===== src/logic/cps_pkg.sv =====
`default_nettype none
package cps_pkg;

   // ----------------------------------------------------------------
   // Sizes
   // ----------------------------------------------------------------
   localparam int PC_W     = 12;
   localparam int PC_LO_W  = 8;
   localparam int INSTR_W  = 16;
   localparam int DATA_W   = 8;
   localparam int AXI_AW   = 4;
   localparam int STACK_D  = 6;
   localparam int PHASES   = 4;

   // ----------------------------------------------------------------
   // Reset values and vectors
   // ----------------------------------------------------------------
   localparam logic [11:0] RESET_VECTOR = 12'h000;
   localparam logic [11:0] IRQ_VECTOR   = 12'h004;
   localparam logic [1:0]  PH_T1        = 2'h0;
   localparam logic [1:0]  PH_T4        = 2'h3;
   localparam logic        RUN_RESET    = 1'h1;

   // ----------------------------------------------------------------
   // Register offsets (byte addresses)
   // ----------------------------------------------------------------
   localparam logic [3:0] OFS_PC_LOW = 4'h0;
   localparam logic [3:0] OFS_STATUS = 4'h4;
   localparam logic [3:0] OFS_PC     = 4'h8;
   localparam logic [3:0] OFS_CTRL   = 4'hC;

   // Status word fields
   localparam int ST_FLAGS_LSB = 0;
   localparam int ST_LEVEL_LSB = 4;
   localparam int ST_FULL_BIT  = 7;
   localparam int ST_ACC_LSB   = 8;

   localparam logic [1:0] RESP_OKAY   = 2'h0;
   localparam logic [1:0] RESP_SLVERR = 2'h2;

   // ----------------------------------------------------------------
   // Instruction classes, instr[15:12]
   // ----------------------------------------------------------------
   localparam logic [3:0] CLS_NOP   = 4'h0;
   localparam logic [3:0] CLS_ALU   = 4'h1;
   localparam logic [3:0] CLS_ALU_X = 4'h2;
   localparam logic [3:0] CLS_JMP   = 4'h3;
   localparam logic [3:0] CLS_CALL  = 4'h4;
   localparam logic [3:0] CLS_RTN   = 4'h5;
   localparam logic [3:0] CLS_IRTN  = 4'h6;
   localparam logic [3:0] CLS_SKZ   = 4'h7;
   localparam logic [3:0] CLS_PGJ   = 4'h8;

   // ----------------------------------------------------------------
   // ALU operations, instr[11:8]
   // ----------------------------------------------------------------
   typedef enum logic [3:0] {
      CPS_ADD, CPS_ADC, CPS_SUB, CPS_SBC, CPS_DAA, CPS_AND, CPS_OR, CPS_XOR,
      CPS_CPL, CPS_RR, CPS_RRC, CPS_RL, CPS_RLC, CPS_INC, CPS_DEC, CPS_MOV
   } cps_alu_op_t;

endpackage : cps_pkg
`default_nettype wire


===== src/logic/cps_alu_if.sv =====
`timescale 1ns/100ps
`default_nettype none
interface cps_alu_if;
   cps_pkg::cps_alu_op_t op;
   logic [7:0]           a;
   logic [7:0]           b;
   logic                 cin;
   logic                 acin;
   logic [7:0]           y;
   logic                 cout;
   logic                 acout;
   logic                 zout;
   logic                 ovout;

   modport core (output op, a, b, cin, acin, input y, cout, acout, zout, ovout);
   modport alu  (input op, a, b, cin, acin, output y, cout, acout, zout, ovout);
endinterface : cps_alu_if
`default_nettype wire


===== src/logic/cps_alu.sv =====
`timescale 1ns/100ps
`default_nettype none
module cps_alu (
   cps_alu_if.alu alu
);

   function automatic logic [8:0] add9(input logic [7:0] x, input logic [7:0] y,
                                       input logic c);
      add9 = {1'b0, x} + {1'b0, y} + {8'h00, c};
   endfunction : add9

   logic [8:0] sum;
   logic [4:0] half;
   logic [7:0] bb;
   logic       ci;

   always_comb begin
      bb        = alu.b;
      ci        = 1'b0;
      alu.y     = alu.a;
      alu.cout  = alu.cin;
      alu.acout = alu.acin;
      alu.ovout = 1'b0;
      // Subtract is add of the complement; carry out set means no borrow
      unique case (alu.op)
         cps_pkg::CPS_ADD: ci = 1'b0;
         cps_pkg::CPS_ADC: ci = alu.cin;
         cps_pkg::CPS_SUB: begin
            bb = ~alu.b;
            ci = 1'b1;
         end
         cps_pkg::CPS_SBC: begin
            bb = ~alu.b;
            ci = alu.cin;
         end
         cps_pkg::CPS_INC: begin
            bb = 8'h01;
         end
         cps_pkg::CPS_DEC: begin
            bb = 8'hFF;
         end
         default: ci = 1'b0;
      endcase
      sum  = add9(alu.a, bb, ci);
      half = {1'b0, alu.a[3:0]} + {1'b0, bb[3:0]} + {4'h0, ci};
      unique case (alu.op)
         cps_pkg::CPS_ADD, cps_pkg::CPS_ADC, cps_pkg::CPS_SUB, cps_pkg::CPS_SBC: begin
            alu.y     = sum[7:0];
            alu.cout  = sum[8];
            alu.acout = half[4];
            alu.ovout = (alu.a[7] == bb[7]) && (sum[7] != alu.a[7]);
         end
         cps_pkg::CPS_INC, cps_pkg::CPS_DEC: alu.y = sum[7:0];
         cps_pkg::CPS_DAA: begin
            sum = {1'b0, alu.a};
            if (alu.a[3:0] > 4'h9 || alu.acin) begin
               sum = sum + 9'h006;
            end
            if (sum[7:4] > 4'h9 || alu.cin || sum[8]) begin
               sum = sum + 9'h060;
            end
            alu.y    = sum[7:0];
            alu.cout = sum[8] | alu.cin;
         end
         cps_pkg::CPS_AND: alu.y = alu.a & alu.b;
         cps_pkg::CPS_OR:  alu.y = alu.a | alu.b;
         cps_pkg::CPS_XOR: alu.y = alu.a ^ alu.b;
         cps_pkg::CPS_CPL: alu.y = ~alu.a;
         cps_pkg::CPS_RR:  alu.y = {alu.a[0], alu.a[7:1]};
         cps_pkg::CPS_RL:  alu.y = {alu.a[6:0], alu.a[7]};
         cps_pkg::CPS_RRC: begin
            alu.y    = {alu.cin, alu.a[7:1]};
            alu.cout = alu.a[0];
         end
         cps_pkg::CPS_RLC: begin
            alu.y    = {alu.a[6:0], alu.cin};
            alu.cout = alu.a[7];
         end
         cps_pkg::CPS_MOV: alu.y = alu.b;
      endcase
      alu.zout = (alu.y == 8'h00);
   end

endmodule : cps_alu
`default_nettype wire


===== src/logic/cps_stack.sv =====
`timescale 1ns/100ps
`default_nettype none
module cps_stack #(
   parameter int DEPTH = 6,
   parameter int W     = 12
) (
   input  wire logic         clk_i,
   input  wire logic         srst_i,
   input  wire logic         push_i,
   input  wire logic         pop_i,
   input  wire logic [W-1:0] data_i,
   output logic      [W-1:0] top_o,
   output logic      [2:0]   level_o,
   output logic              full_o
);

   initial begin
      if (DEPTH < 1 || DEPTH > 7) begin
         $error("cps_stack: DEPTH must be 1..7");
      end
   end

   localparam logic [2:0] DEPTH_L = 3'(DEPTH);

   logic [W-1:0] entry [DEPTH];

   // Shift structure: a push while full pushes the oldest entry out
   always_ff @(posedge clk_i) begin
      if (push_i) begin
         entry[0] <= data_i;
         for (int i = 1; i < DEPTH; i++) begin
            entry[i] <= entry[i-1];
         end
      end else if (pop_i) begin
         for (int i = 0; i < DEPTH - 1; i++) begin
            entry[i] <= entry[i+1];
         end
      end
   end

   always_ff @(posedge clk_i) begin
      if (srst_i) begin
         level_o <= 3'h0;
      end else if (push_i && level_o != DEPTH_L) begin
         level_o <= level_o + 3'h1;
      end else if (pop_i && level_o != 3'h0) begin
         level_o <= level_o - 3'h1;
      end
   end

   assign top_o  = entry[0];
   assign full_o = (level_o == DEPTH_L);

endmodule : cps_stack
`default_nettype wire


===== src/logic/cps_seq.sv =====
`timescale 1ns/100ps
`default_nettype none
module cps_seq #(
   parameter int STACK_DEPTH = cps_pkg::STACK_D
) (
   input  wire logic        clk_i,
   input  wire logic        srst_i,
   // Program memory, combinational read
   output logic [11:0]      imem_addr_o,
   input  wire logic [15:0] imem_data_i,
   // Interrupt logic
   input  wire logic        irq_req_i,
   output logic             irq_ack_o,
   output logic             irq_exit_o,
   output logic [3:0]       phase_o,
   output logic [7:0]       acc_o,
   // AXI4-Lite slave
   input  wire logic [3:0]  s_axi_awaddr,
   input  wire logic        s_axi_awvalid,
   output logic             s_axi_awready,
   input  wire logic [31:0] s_axi_wdata,
   input  wire logic [3:0]  s_axi_wstrb,
   input  wire logic        s_axi_wvalid,
   output logic             s_axi_wready,
   output logic [1:0]       s_axi_bresp,
   output logic             s_axi_bvalid,
   input  wire logic        s_axi_bready,
   input  wire logic [3:0]  s_axi_araddr,
   input  wire logic        s_axi_arvalid,
   output logic             s_axi_arready,
   output logic [31:0]      s_axi_rdata,
   output logic [1:0]       s_axi_rresp,
   output logic             s_axi_rvalid,
   input  wire logic        s_axi_rready
);

   initial begin
      if (STACK_DEPTH != cps_pkg::STACK_D) begin
         $error("cps_seq: stack depth is fixed at six levels");
      end
   end

   // ----------------------------------------------------------------
   // State
   // ----------------------------------------------------------------
   logic [1:0]  phase;
   logic        run;
   logic [11:0] pc;
   logic [15:0] ir;
   logic        ir_valid;
   logic [15:0] fbuf;
   logic [11:0] fbuf_addr;
   logic        fbuf_valid;
   logic        ext_hold;
   logic [7:0]  acc;
   logic [3:0]  flags;      // {ov, z, ac, c}
   logic        pgj_pend;
   logic [7:0]  pgj_data;

   logic        t1;
   logic        t4;
   logic        exec;
   logic [3:0]  cls;
   logic        br;
   logic [11:0] br_target;
   logic        skip;
   logic        push;
   logic        pop;
   logic [11:0] push_data;
   logic        acc_wr;
   logic        sw_jump;
   logic        ack;
   logic [11:0] stk_top;
   logic [2:0]  stk_level;
   logic        stk_full;

   cps_alu_if alu_bus ();

   cps_alu u_alu (
      .alu (alu_bus.alu)
   );

   cps_stack #(
      .DEPTH (STACK_DEPTH),
      .W     (cps_pkg::PC_W)
   ) u_stack (
      .clk_i   (clk_i),
      .srst_i  (srst_i),
      .push_i  (push),
      .pop_i   (pop),
      .data_i  (push_data),
      .top_o   (stk_top),
      .level_o (stk_level),
      .full_o  (stk_full)
   );

   // ----------------------------------------------------------------
   // Phase generation
   // ----------------------------------------------------------------
   always_ff @(posedge clk_i) begin
      if (srst_i) begin
         phase <= cps_pkg::PH_T1;
      end else if (run) begin
         phase <= phase + 2'h1;
      end
   end

   assign t1      = run && (phase == cps_pkg::PH_T1);
   assign t4      = run && (phase == cps_pkg::PH_T4);
   assign phase_o = run ? (4'h1 << phase) : 4'h0;

   // ----------------------------------------------------------------
   // Execute decision, at the last phase
   // ----------------------------------------------------------------
   assign cls  = ir[15:12];
   // An extended op spends its first cycle waiting, executes in its second
   assign exec = t4 && ir_valid && !(cls == cps_pkg::CLS_ALU_X && !ext_hold);

   assign alu_bus.op   = cps_pkg::cps_alu_op_t'(ir[11:8]);
   assign alu_bus.a    = acc;
   assign alu_bus.b    = ir[7:0];
   assign alu_bus.cin  = flags[0];
   assign alu_bus.acin = flags[1];

   always_comb begin
      br        = 1'b0;
      br_target = pc;
      skip      = 1'b0;
      push      = 1'b0;
      pop       = 1'b0;
      push_data = fbuf_addr;
      acc_wr    = 1'b0;
      irq_exit_o = 1'b0;
      if (exec) begin
         unique case (cls)
            cps_pkg::CLS_ALU, cps_pkg::CLS_ALU_X: acc_wr = 1'b1;
            cps_pkg::CLS_JMP: begin
               br        = 1'b1;
               br_target = ir[11:0];
            end
            cps_pkg::CLS_CALL: begin
               br        = 1'b1;
               br_target = ir[11:0];
               push      = 1'b1;
            end
            cps_pkg::CLS_RTN, cps_pkg::CLS_IRTN: begin
               br        = 1'b1;
               br_target = stk_top;
               pop       = 1'b1;
               irq_exit_o = (cls == cps_pkg::CLS_IRTN);
            end
            cps_pkg::CLS_SKZ: begin
               acc_wr = 1'b1;
               skip   = alu_bus.zout;
            end
            cps_pkg::CLS_PGJ: begin
               br        = 1'b1;
               br_target = {pc[11:8], ir[7:0]};
            end
            default: br = 1'b0;
         endcase
      end
      // Interrupt only between instructions, never while a level is missing
      ack = t4 && !br && !skip && irq_req_i && !stk_full
            && !(ir_valid && cls == cps_pkg::CLS_ALU_X && !ext_hold);
      // Software low-byte write waits behind an instruction's own branch
      sw_jump = t4 && pgj_pend && !br && !skip && !ack;
      if (ack) begin
         push      = 1'b1;
         push_data = fbuf_addr;
      end
   end

   assign irq_ack_o = ack;

   // ----------------------------------------------------------------
   // Program counter and prefetch pipeline
   // ----------------------------------------------------------------
   always_ff @(posedge clk_i) begin
      if (srst_i) begin
         pc <= cps_pkg::RESET_VECTOR;
      end else if (t1 && !ext_hold) begin
         pc <= pc + 12'h001;
      end else if (br) begin
         pc <= br_target;
      end else if (ack) begin
         pc <= cps_pkg::IRQ_VECTOR;
      end else if (sw_jump) begin
         pc <= {pc[11:8], pgj_data};
      end
   end

   always_ff @(posedge clk_i) begin
      if (t1 && !ext_hold) begin
         fbuf      <= imem_data_i;
         fbuf_addr <= pc;
         ir        <= fbuf;
      end
   end

   always_ff @(posedge clk_i) begin
      if (srst_i) begin
         fbuf_valid <= 1'b0;
         ir_valid   <= 1'b0;
      end else if (t1 && !ext_hold) begin
         fbuf_valid <= 1'b1;
         ir_valid   <= fbuf_valid;
      end else if (br || skip || ack || sw_jump) begin
         // Prefetched word dropped; its slot becomes a dummy cycle
         fbuf_valid <= 1'b0;
      end
   end

   always_ff @(posedge clk_i) begin
      if (srst_i) begin
         ext_hold <= 1'b0;
      end else if (t4) begin
         ext_hold <= ir_valid && cls == cps_pkg::CLS_ALU_X && !ext_hold;
      end
   end

   // ----------------------------------------------------------------
   // Accumulator and status flags
   // ----------------------------------------------------------------
   always_ff @(posedge clk_i) begin
      if (srst_i) begin
         acc   <= 8'h00;
         flags <= 4'h0;
      end else if (acc_wr) begin
         acc   <= alu_bus.y;
         flags <= {alu_bus.ovout, alu_bus.zout, alu_bus.acout,
                   alu_bus.cout};
      end
   end

   assign acc_o       = acc;
   assign imem_addr_o = pc;

   // ----------------------------------------------------------------
   // AXI4-Lite write side
   // ----------------------------------------------------------------
   logic wr_take;
   logic rd_take;

   // Address and data are taken together; the master holds whichever came first
   assign wr_take       = s_axi_awvalid && s_axi_wvalid && !s_axi_bvalid;
   assign s_axi_awready = wr_take;
   assign s_axi_wready  = wr_take;
   assign rd_take       = s_axi_arvalid && !s_axi_rvalid;
   assign s_axi_arready = rd_take;

   function automatic logic mapped(input logic [3:0] a);
      mapped = (a[1:0] == 2'h0);
   endfunction : mapped

   always_ff @(posedge clk_i) begin
      if (srst_i) begin
         s_axi_bvalid <= 1'b0;
         s_axi_bresp  <= cps_pkg::RESP_OKAY;
      end else if (wr_take) begin
         s_axi_bvalid <= 1'b1;
         s_axi_bresp  <= mapped(s_axi_awaddr) ? cps_pkg::RESP_OKAY : cps_pkg::RESP_SLVERR;
      end else if (s_axi_bready) begin
         s_axi_bvalid <= 1'b0;
      end
   end

   always_ff @(posedge clk_i) begin
      if (srst_i) begin
         pgj_pend <= 1'b0;
         pgj_data <= 8'h00;
      end else if (wr_take && s_axi_awaddr == cps_pkg::OFS_PC_LOW && s_axi_wstrb[0]) begin
         // A new write beats the clear of an older one
         pgj_pend <= 1'b1;
         pgj_data <= s_axi_wdata[7:0];
      end else if (sw_jump) begin
         pgj_pend <= 1'b0;
      end
   end

   always_ff @(posedge clk_i) begin
      if (srst_i) begin
         run <= cps_pkg::RUN_RESET;
      end else if (wr_take && s_axi_awaddr == cps_pkg::OFS_CTRL && s_axi_wstrb[0]) begin
         run <= s_axi_wdata[0];
      end
   end

   // ----------------------------------------------------------------
   // AXI4-Lite read side
   // ----------------------------------------------------------------
   logic [31:0] rd_word;

   // Stack contents and level are deliberately absent from the map
   always_comb begin
      rd_word = 32'h0000_0000;
      unique case (s_axi_araddr)
         cps_pkg::OFS_PC_LOW: rd_word[7:0] = pc[7:0];
         cps_pkg::OFS_STATUS: begin
            rd_word[cps_pkg::ST_FLAGS_LSB +: 4] = flags;
            rd_word[cps_pkg::ST_ACC_LSB +: 8]   = acc;
         end
         cps_pkg::OFS_PC:     rd_word[7:0] = {pgj_pend, ext_hold, phase, 4'h0};
         cps_pkg::OFS_CTRL:   rd_word[0]   = run;
         default:             rd_word = 32'h0000_0000;
      endcase
   end

   always_ff @(posedge clk_i) begin
      if (srst_i) begin
         s_axi_rvalid <= 1'b0;
         s_axi_rdata  <= 32'h0000_0000;
         s_axi_rresp  <= cps_pkg::RESP_OKAY;
      end else if (rd_take) begin
         s_axi_rvalid <= 1'b1;
         s_axi_rdata  <= rd_word;
         s_axi_rresp  <= mapped(s_axi_araddr) ? cps_pkg::RESP_OKAY : cps_pkg::RESP_SLVERR;
      end else if (s_axi_rready) begin
         s_axi_rvalid <= 1'b0;
      end
   end

endmodule : cps_seq
`default_nettype wire


===== config.mk =====
export PLATFORM = sky130hd
export DESIGN_NAME = cps_seq
export DESIGN_NICKNAME = d
export VERILOG_FILES = /design/src/logic/cps_pkg.sv /design/src/logic/cps_alu_if.sv /design/src/logic/cps_alu.sv /design/src/logic/cps_stack.sv /design/src/logic/cps_seq.sv
export SDC_FILE = /design/constraint.sdc
export NUM_CORES = 1
export LEC_CHECK = 0
export BUFFER_PORTS_ARGS = -buffer_cell sky130_fd_sc_hd__buf_4
export CAP_MARGIN = 20
export CORE_UTILIZATION = 55
export CTS_CLUSTER_SIZE = 10
export DETAILED_ROUTE_END_ITERATION = 12
export PLACE_DENSITY = 0.81
export SLEW_MARGIN = 40
export SYNTH_ARGS = -nofsm -noshare
export SYNTH_HDL_FRONTEND = slang
export SYNTH_SLANG_ARGS = --single-unit

===== constraint.sdc =====
create_clock -name clk_i -period 7.8 [get_ports clk_i]
set_clock_uncertainty 0.15 [all_clocks]
set_input_delay 0.39 -clock clk_i [delete_from_list [all_inputs] [get_ports clk_i]]
set_output_delay 0.39 -clock clk_i [all_outputs]
set_load 0.03 [all_outputs]

==> results of run 1 <==
-- power by group --
part / internal [mW] / total [mW] / switching [mW]
registers: 1.06 / 1.12 / 0.0566
clock network: 0.456 / 0.871 / 0.414
logic: 0.160 / 0.437 / 0.276
total: 1.68 / 2.42 / 0.747
-- path summary, 6_finish.rpt --
check / startpoint / end / slack (ns) / cells past startpoint
min: s_axi_wdata[6] / pgj_data[6] / 0.02 / 3
max: ir[11] / u_stack.level_o[1] / 2.07 / 21
min reg2reg: fbuf[3] / ir[3] / 0.27 / 0
max reg2reg: ir[11] / u_stack.level_o[1] / 2.07 / 21
-- cell type report --
cell class / instances / share of cell area
multi-input cells: 812 / 0.416
inverters: 43 / 0.0141
clock buffers: 17 / 0.0370
well taps: 229 / 0.0250
flip-flops and latches: 178 / 0.411
clock inverters: 15 / 0.0149
repair buffers: 119 / 0.0813
-- layer usage --
metal	track usage	routed length, um	up-vias
li1	-	-	4066
met1	0.391	10900	3982
met2	0.412	11300	465
met3	0.0537	2150	68
met4	0.111	769	0
met5	0	0	-
-- critical path, delay by kind of cell (launching register included) --
kind	cells	cell delay, ns
compound gates	12	2.48
xor+xnor	1	0.19
fa+ha+maj	3	1.16
buf+inv	2	0.38
flops	1	0.65
simple gates	3	0.58
-- cell families (layout without fill, tap and decap cells) --
kind of cell             Yosys count  count (layout)  share of synthesized area
other                              1              18                   0.000372
adder cells (fa/ha/maj)           33              33                     0.0430
XOR/XNOR                          18              18                     0.0164
multiplexers                      28              28                     0.0281
AND/OR/NAND/NOR                  456             456                      0.204
flip-flops                       178             178                      0.469
AO/OA/AOI/OAI                    259             259                      0.174
buffers and inverters            143             194                     0.0657
-- cell usage in the layout (no fill, tap or decap), types with 4 or more instances in the layout --
master	synthesis	routed
a211oi_1	14	14
a21o_1	7	7
a21oi_1	71	71
a221oi_1	7	7
a22o_1	4	4
a22oi_1	14	14
a31oi_1	7	7
and2_1	7	7
and3_1	11	11
buf_4	23	103
clkbuf_16	0	17
conb_1	1	18
dfxtp_1	62	62
dlygate4sd3_1	0	16
edfxtp_1	116	116
ha_1	29	29
inv_1	43	42
inv_8	0	4
mux2i_1	26	26
nand2_1	249	249
nand2b_1	8	5
nand3_1	27	26
nand3b_1	4	4
nand4_1	4	4
nor2_1	74	74
nor2b_1	9	8
nor3_1	23	22
nor3b_1	4	4
nor4_1	7	7
o2111ai_1	4	4
o211a_1	4	4
o211ai_1	12	12
o21ai_0	50	50
o221ai_1	4	4
o22ai_1	17	17
o31ai_1	6	6
or3_1	7	7
xnor2_1	5	5
xor2_1	12	12
-- through the flow --
step                      instance area (um^2)  setup slack [ns]  std cells
after detailed placement                 10700              2.18       1365
after global placement                   10700              2.24       1365
after floorplan                          10100              1.61       1133
after CTS                                11500              2.13       1413
final                                    11500              2.07       1413
after global routing                     11500              1.66       1413
-- state kept, by name (all words and copies together), names as in the netlist, 2 cells and up --
name,cells
acc_o,8
fbuf,16
fbuf_addr,12
flags,4
imem_addr_o,12
ir,16
pgj_data,8
phase,2
s_axi_rdata,16
u_stack.entry,72
u_stack.level_o,3
-- repair_timing --
action | in CTS | in global routing
hold endpoints to repair | 16 | 0
hold buffers | 16 | 0
resized for setup | 0 | 0
==> summary.txt, run 1 <==
outcome -> finished, final reports clean
Reg area -> 4720 um^2
Syn Area/Cell -> 9.03 um^2
post-CTS setup buffers -> 0
GR Util All Layers -> 0.275
grt total ovfl -> 0
Cells after Synth -> 1116
Max-slew headroom -> 0.459
DR vias/cell -> 6.07
final hold vios -> 0
via count -> 8581
H-tree Lvls -> 4
max-slew violation count -> 0
max incr delay on CP -> 0.65 ns
post-synth design cell area -> 10100 um^2
layout cells sized above 1 -> 0.137
Max-cap violations -> 0
CP max stage cell -> edfxtp_1
# fillers -> 1479
pwr/cell area -> 211 nW/um^2
post-route ant nets -> 0
setup TNS -> 0 ns
CP required -> 7.96 ns
initial antenna violation count -> 0
post-route total power -> 2.42 mW
sequential area share after synthesis -> 0.469
Wirelength per Cell -> 17.8 um
Core Util, Final -> 0.639
worst path cell trace -> buf_4, nand2_1, o22ai_1, a221oi_1, fa_1, inv_1, fa_1, a21o_1, a21oi_1, o21ai_0, xor2_1, o32ai_1, nand4_4, o21ai_2, nand2_1, o21ai_0, fa_1, a31oi_1, o22ai_1, a31oi_1, a21oi_1
Port Buffers -> 89
Final setup violation count -> 0
CTS max path bufs -> 2
Worst-Skew Late Latency -> 0.45 ns
Post-synth ARST share -> 0
clk slew on worst S/H paths -> 0.08 ns
WS Path Type -> register to register
DR pass1 iterations -> 6
synth top area cells -> edfxtp_1 35%, dfxtp_1 12%, nand2_1 9.3%
Nets -> 1271
Ports -> 135
GPL Wtd Cong -> 0.959
# rows -> 49
cell taking the most area after synthesis -> edfxtp_1
CTS tree -> yes
Pleak -> 4.71 nW
Hold Path Class -> input port to register
flops & latches, synth -> 178
crit path DAT -> 5.89 ns
Post-synth top flop -> edfxtp_1
peak supply drop -> 0.171 mV
Die X -> 137 um
core box area -> 18000 um^2
unrepaired setup endpoints after global routing -> no
CTS Sinks -> 178
initial core utilization -> 0.561
die area -> 18900 um^2
Area Overhead vs Synth -> 13.9%
crit end category -> register
drc violations -> 0
worst slew pin tran -> 0.811 ns
CTS Buf Count -> 17
synth unique cells -> 85
crit path max fanout -> 18
diodes inserted -> 0
Post-DP HPWL -> 16.7 mm
yosys warns -> 0
CP most frequent cell -> fa_1
largest net degree at the start of global routing -> 67
Post-synth top cells -> 249 x nand2_1, 116 x edfxtp_1, 74 x nor2_1
Final min period -> 5.73 ns
fmax -> 175 MHz
EDFF count, synth -> 116
CTS Root Cell -> clkbuf_16
first-pass GRT wire length -> 40.0 mm
fin crit share -> 0.734
hold_ws -> 0.0247 ns
startpoint types -> register
Yosys top cell area share -> 0.346
total wire length -> 25.1 mm
area of the multi-input gates -> 4780 um^2
count leader, synth -> nand2_1
vias in the first global route -> 7751
Die Y -> 137 um
1st-iter DRT viols -> 865
Note: power is estimated with default switching activity, not from simulation.
==> run 2: changes to the inputs <==
- ABC_AREA: not set -> 1
- CORE_UTILIZATION: 55 -> 52
- PLACE_DENSITY: 0.81 -> 0.8
- clock period: 7.8 -> 5 ns (I/O delays scaled with it)
==> summary.txt, run 2 <==
initial antenna violation count -> 0 (unchanged)
synth unique cells -> 47 (-45%)
post-synth design cell area -> 9380 um^2 (-7.0%)
cell taking the most area after synthesis -> edfxtp_1
Port Buffers -> 89 (unchanged)
GR Util All Layers -> 0.267 (-0.00838)
synth top area cells -> edfxtp_1 37%, dfxtp_1 13%, nand2_1 12%
Final Worst Setup Slack -> 0.364 ns (-1.71 ns)
hold_ws -> 0.0154 ns (-0.00932 ns)
core box area -> 17500 um^2 (-2.7%)
clock power share -> 0.347 (-0.012)
Finished Cell Area -> 11100 um^2 (-3.3%)
CTS Buf Count -> 17 (unchanged)
Placed Area -> 10200 um^2 (-4.8%)
Post-synth top cells -> 311 x nand2_1, 147 x inv_1, 116 x edfxtp_1
EDFF count, synth -> 116 (unchanged)
first-pass GRT wire length -> 38.0 mm (-5.0%)
crit path max fanout -> 7 (-11)
crit end category -> register
clk slew on worst S/H paths -> 0.07 ns (about the same)
DR vias/cell -> 5.44 (-10%)
Die Y -> 136 um (-0.79%)
Comb pwr share -> 0.183 (+0.003)
peak supply drop -> 0.264 mV (+55%)
sequential area share after synthesis -> 0.504 (+0.0352)
Worst-Skew Late Latency -> 0.44 ns (about the same)
worst slew pin tran -> 0.745 ns (-0.0658 ns)
Ports -> 135 (unchanged)
Cells after Synth -> 1143 (+2.4%)
Post-synth ARST share -> 0 (unchanged)
Syn Area/Cell -> 8.20 um^2 (-9.2%)
Post-DP HPWL -> 16.1 mm (-3.3%)
max-slew violation count -> 0 (unchanged)
CTS tree -> yes
startpoint types -> register
yosys warns -> 0 (unchanged)
layout cells sized above 1 -> 0.139 (+0.00244)
max reg flops -> 72 (unchanged)
CTS Root Cell -> clkbuf_16
most frequent cells in the layout -> 311 x nand2_1, 147 x inv_1, 116 x edfxtp_1
final hold vios -> 0 (unchanged)
# rows -> 48 (-2.0%)
fin crit share -> 0.927 (+0.193)
WS Path Type -> register to register
CTS Sinks -> 178 (unchanged)
Max-cap violations -> 0 (unchanged)
H-tree Lvls -> 4 (unchanged)
diodes inserted -> 0 (unchanged)
fmax -> 216 MHz (+24%)
crit path DAT -> 4.82 ns (-1.07 ns)
post-route total power -> 3.72 mW (+54%)
Area Overhead vs Synth -> 18.5%
Nets -> 1358 (+6.8%)
Sw Pwr -> 1.16 mW (+56%)
Pleak -> 4.93 nW (+4.8%)
Max-slew headroom -> 0.504 (+0.0446)
grt total ovfl -> 0 (unchanged)
outcome -> finished, final reports clean
Final setup violation count -> 0 (unchanged)
drc violations -> 0 (unchanged)
Setup WS pre-CTS -> 0.318 ns (-1.86 ns)
initial core utilization -> 0.536 (-0.0246)
Yosys top cell area share -> 0.372 (+0.0259)
vias in the first global route -> 7524 (-2.9%)
most common cell after layout, fill and taps aside -> nand2_1
die area -> 18600 um^2 (-1.6%)
DR pass1 iterations -> 6 (unchanged)
Top reg by flops -> u_stack.entry
Final min period -> 4.64 ns (-1.09 ns)
pwr/cell area -> 335 nW/um^2 (+59%)
Die X -> 136 um (-0.79%)
CP required -> 5.18 ns (-2.78 ns)
post-route ant nets -> 0 (unchanged)
Pint -> 2.56 mW (+53%)
Post-synth top flop -> edfxtp_1
total wire length -> 24.1 mm (-4.1%)
flops & latches, synth -> 178 (unchanged)
1st-iter DRT viols -> 897 (+3.7%)
Switching Fraction -> 0.312 (+0.00421)
power share of the sequential group -> 0.470 (+0.009)
Wirelength per Cell -> 16.1 um (-9.4%)
via count -> 8142 (-5.1%)
CTS max path bufs -> 2 (unchanged)
largest net degree at the start of global routing -> 69 (+3.0%)
Hold Path Class -> input port to register
GPL Wtd Cong -> 0.941 (-1.8%)
count leader, synth -> nand2_1
run 2: cell count changes after synthesis, moves of 10 or more:
| cell | change |
|---|---|
| inv_1 | +104 |
| nand2_1 | +62 |
| o21ai_0 | +42 |
| nor2_1 | +35 |
| nand3_1 | +30 |
| clkbuf_1 | -28 |
| mux2i_1 | -26 |
| a21oi_1 | -19 |
| nor3_1 | -17 |
| a211oi_1 | -13 |
| nand2_2 | +11 |
| and3_1 | -10 |
run 2: routing by layer:
layer,up-vias,share of wire,GRT usage,routed length [um]
met4,0,0.030,0.128,722
li1,3963,-,-,-
met3,53,0.079,0.0518,1910
met1,3758,0.43,0.358,10300
met2,368,0.46,0.415,11100
met5,-,0,0,0
run 2: final timing paths:
check / depth (start not counted) / startpoint / to / slack (ns)
max: 24 / ir[11] / u_stack.level_o[1] / 0.36
min: 2 / srst_i / s_axi_bvalid / 0.02
max reg2reg: 24 / ir[11] / u_stack.level_o[1] / 0.36
min reg2reg: 0 / fbuf[2] / ir[2] / 0.27
run 2: area by class of cell:
cell class | count | area (um^2)
Multi-Input combinational cell | 773 | 3870
Inverter | 156 | 586
Clock buffer | 17 | 425
Sequential cell | 178 | 4720
Timing Repair Buffer | 132 | 1080
Fill cell | 1393 | 6370
Tap cell | 225 | 282
Clock inverter | 15 | 146
run 2: kinds of logic after synthesis:
group | after synthesis | synth area share
AO/OA/AOI/OAI | 196 | 0.119
XOR/XNOR | 6 | 0.00561
adder cells (fa/ha/maj) | 32 | 0.0451
buffers and inverters | 209 | 0.0942
flip-flops | 178 | 0.504
other | 1 | 0.000400
AND/OR/NAND/NOR | 521 | 0.232
run 2: per-stage QoR:
step / utilization / std cells / setup TNS, ns
after global placement: 0.584 / 1431 / 0
after floorplan: - / 1160 / 0
after CTS: 0.634 / 1493 / 0
after global routing: 0.636 / 1496 / -0.0283
after detailed placement: 0.584 / 1431 / 0
final: 0.636 / 1496 / 0
run 2: worst max-delay path, stage by stage (launching register included):
cell      delay, ns
edfxtp_1       0.44
nor2_1         0.16
inv_1          0.11
nor2_2         0.21
nor2_1         0.10
inv_1          0.17
o21ai_2        0.14
a22oi_1        0.16
inv_1          0.06
ha_1           0.38
nand3_1        0.16
nand2_1        0.12
nand2_1        0.05
nand3_1        0.16
nand4_1        0.13
nor2_1         0.21
nand3_1        0.15
a21oi_1        0.14
nand4_1        0.25
nand4_4        0.22
nand2_1        0.08
nand2_1        0.15
fa_1           0.44
a21oi_1        0.13
nor2_1         0.06
run 2: power by group through the flow:
stage | combinational (mW) | clock, mW | sequential [mW]
final | 0.682 | 1.29 | 1.75
after global routing | 0.748 | 1.36 | 1.76
after CTS | 0.663 | 1.31 | 1.75
after detailed placement | 0.639 | 0 | 1.78
after global placement | 0.623 | 0 | 1.78
after floorplan | 0.423 | 0 | 1.80
run 2: timing repair:
item	in CTS	in global routing
buffers inserted	0	3
endpoints found under the hold margin	28	0
setup endpoints to repair	0	3
hold buffers	30	0
resized for setup	0	3
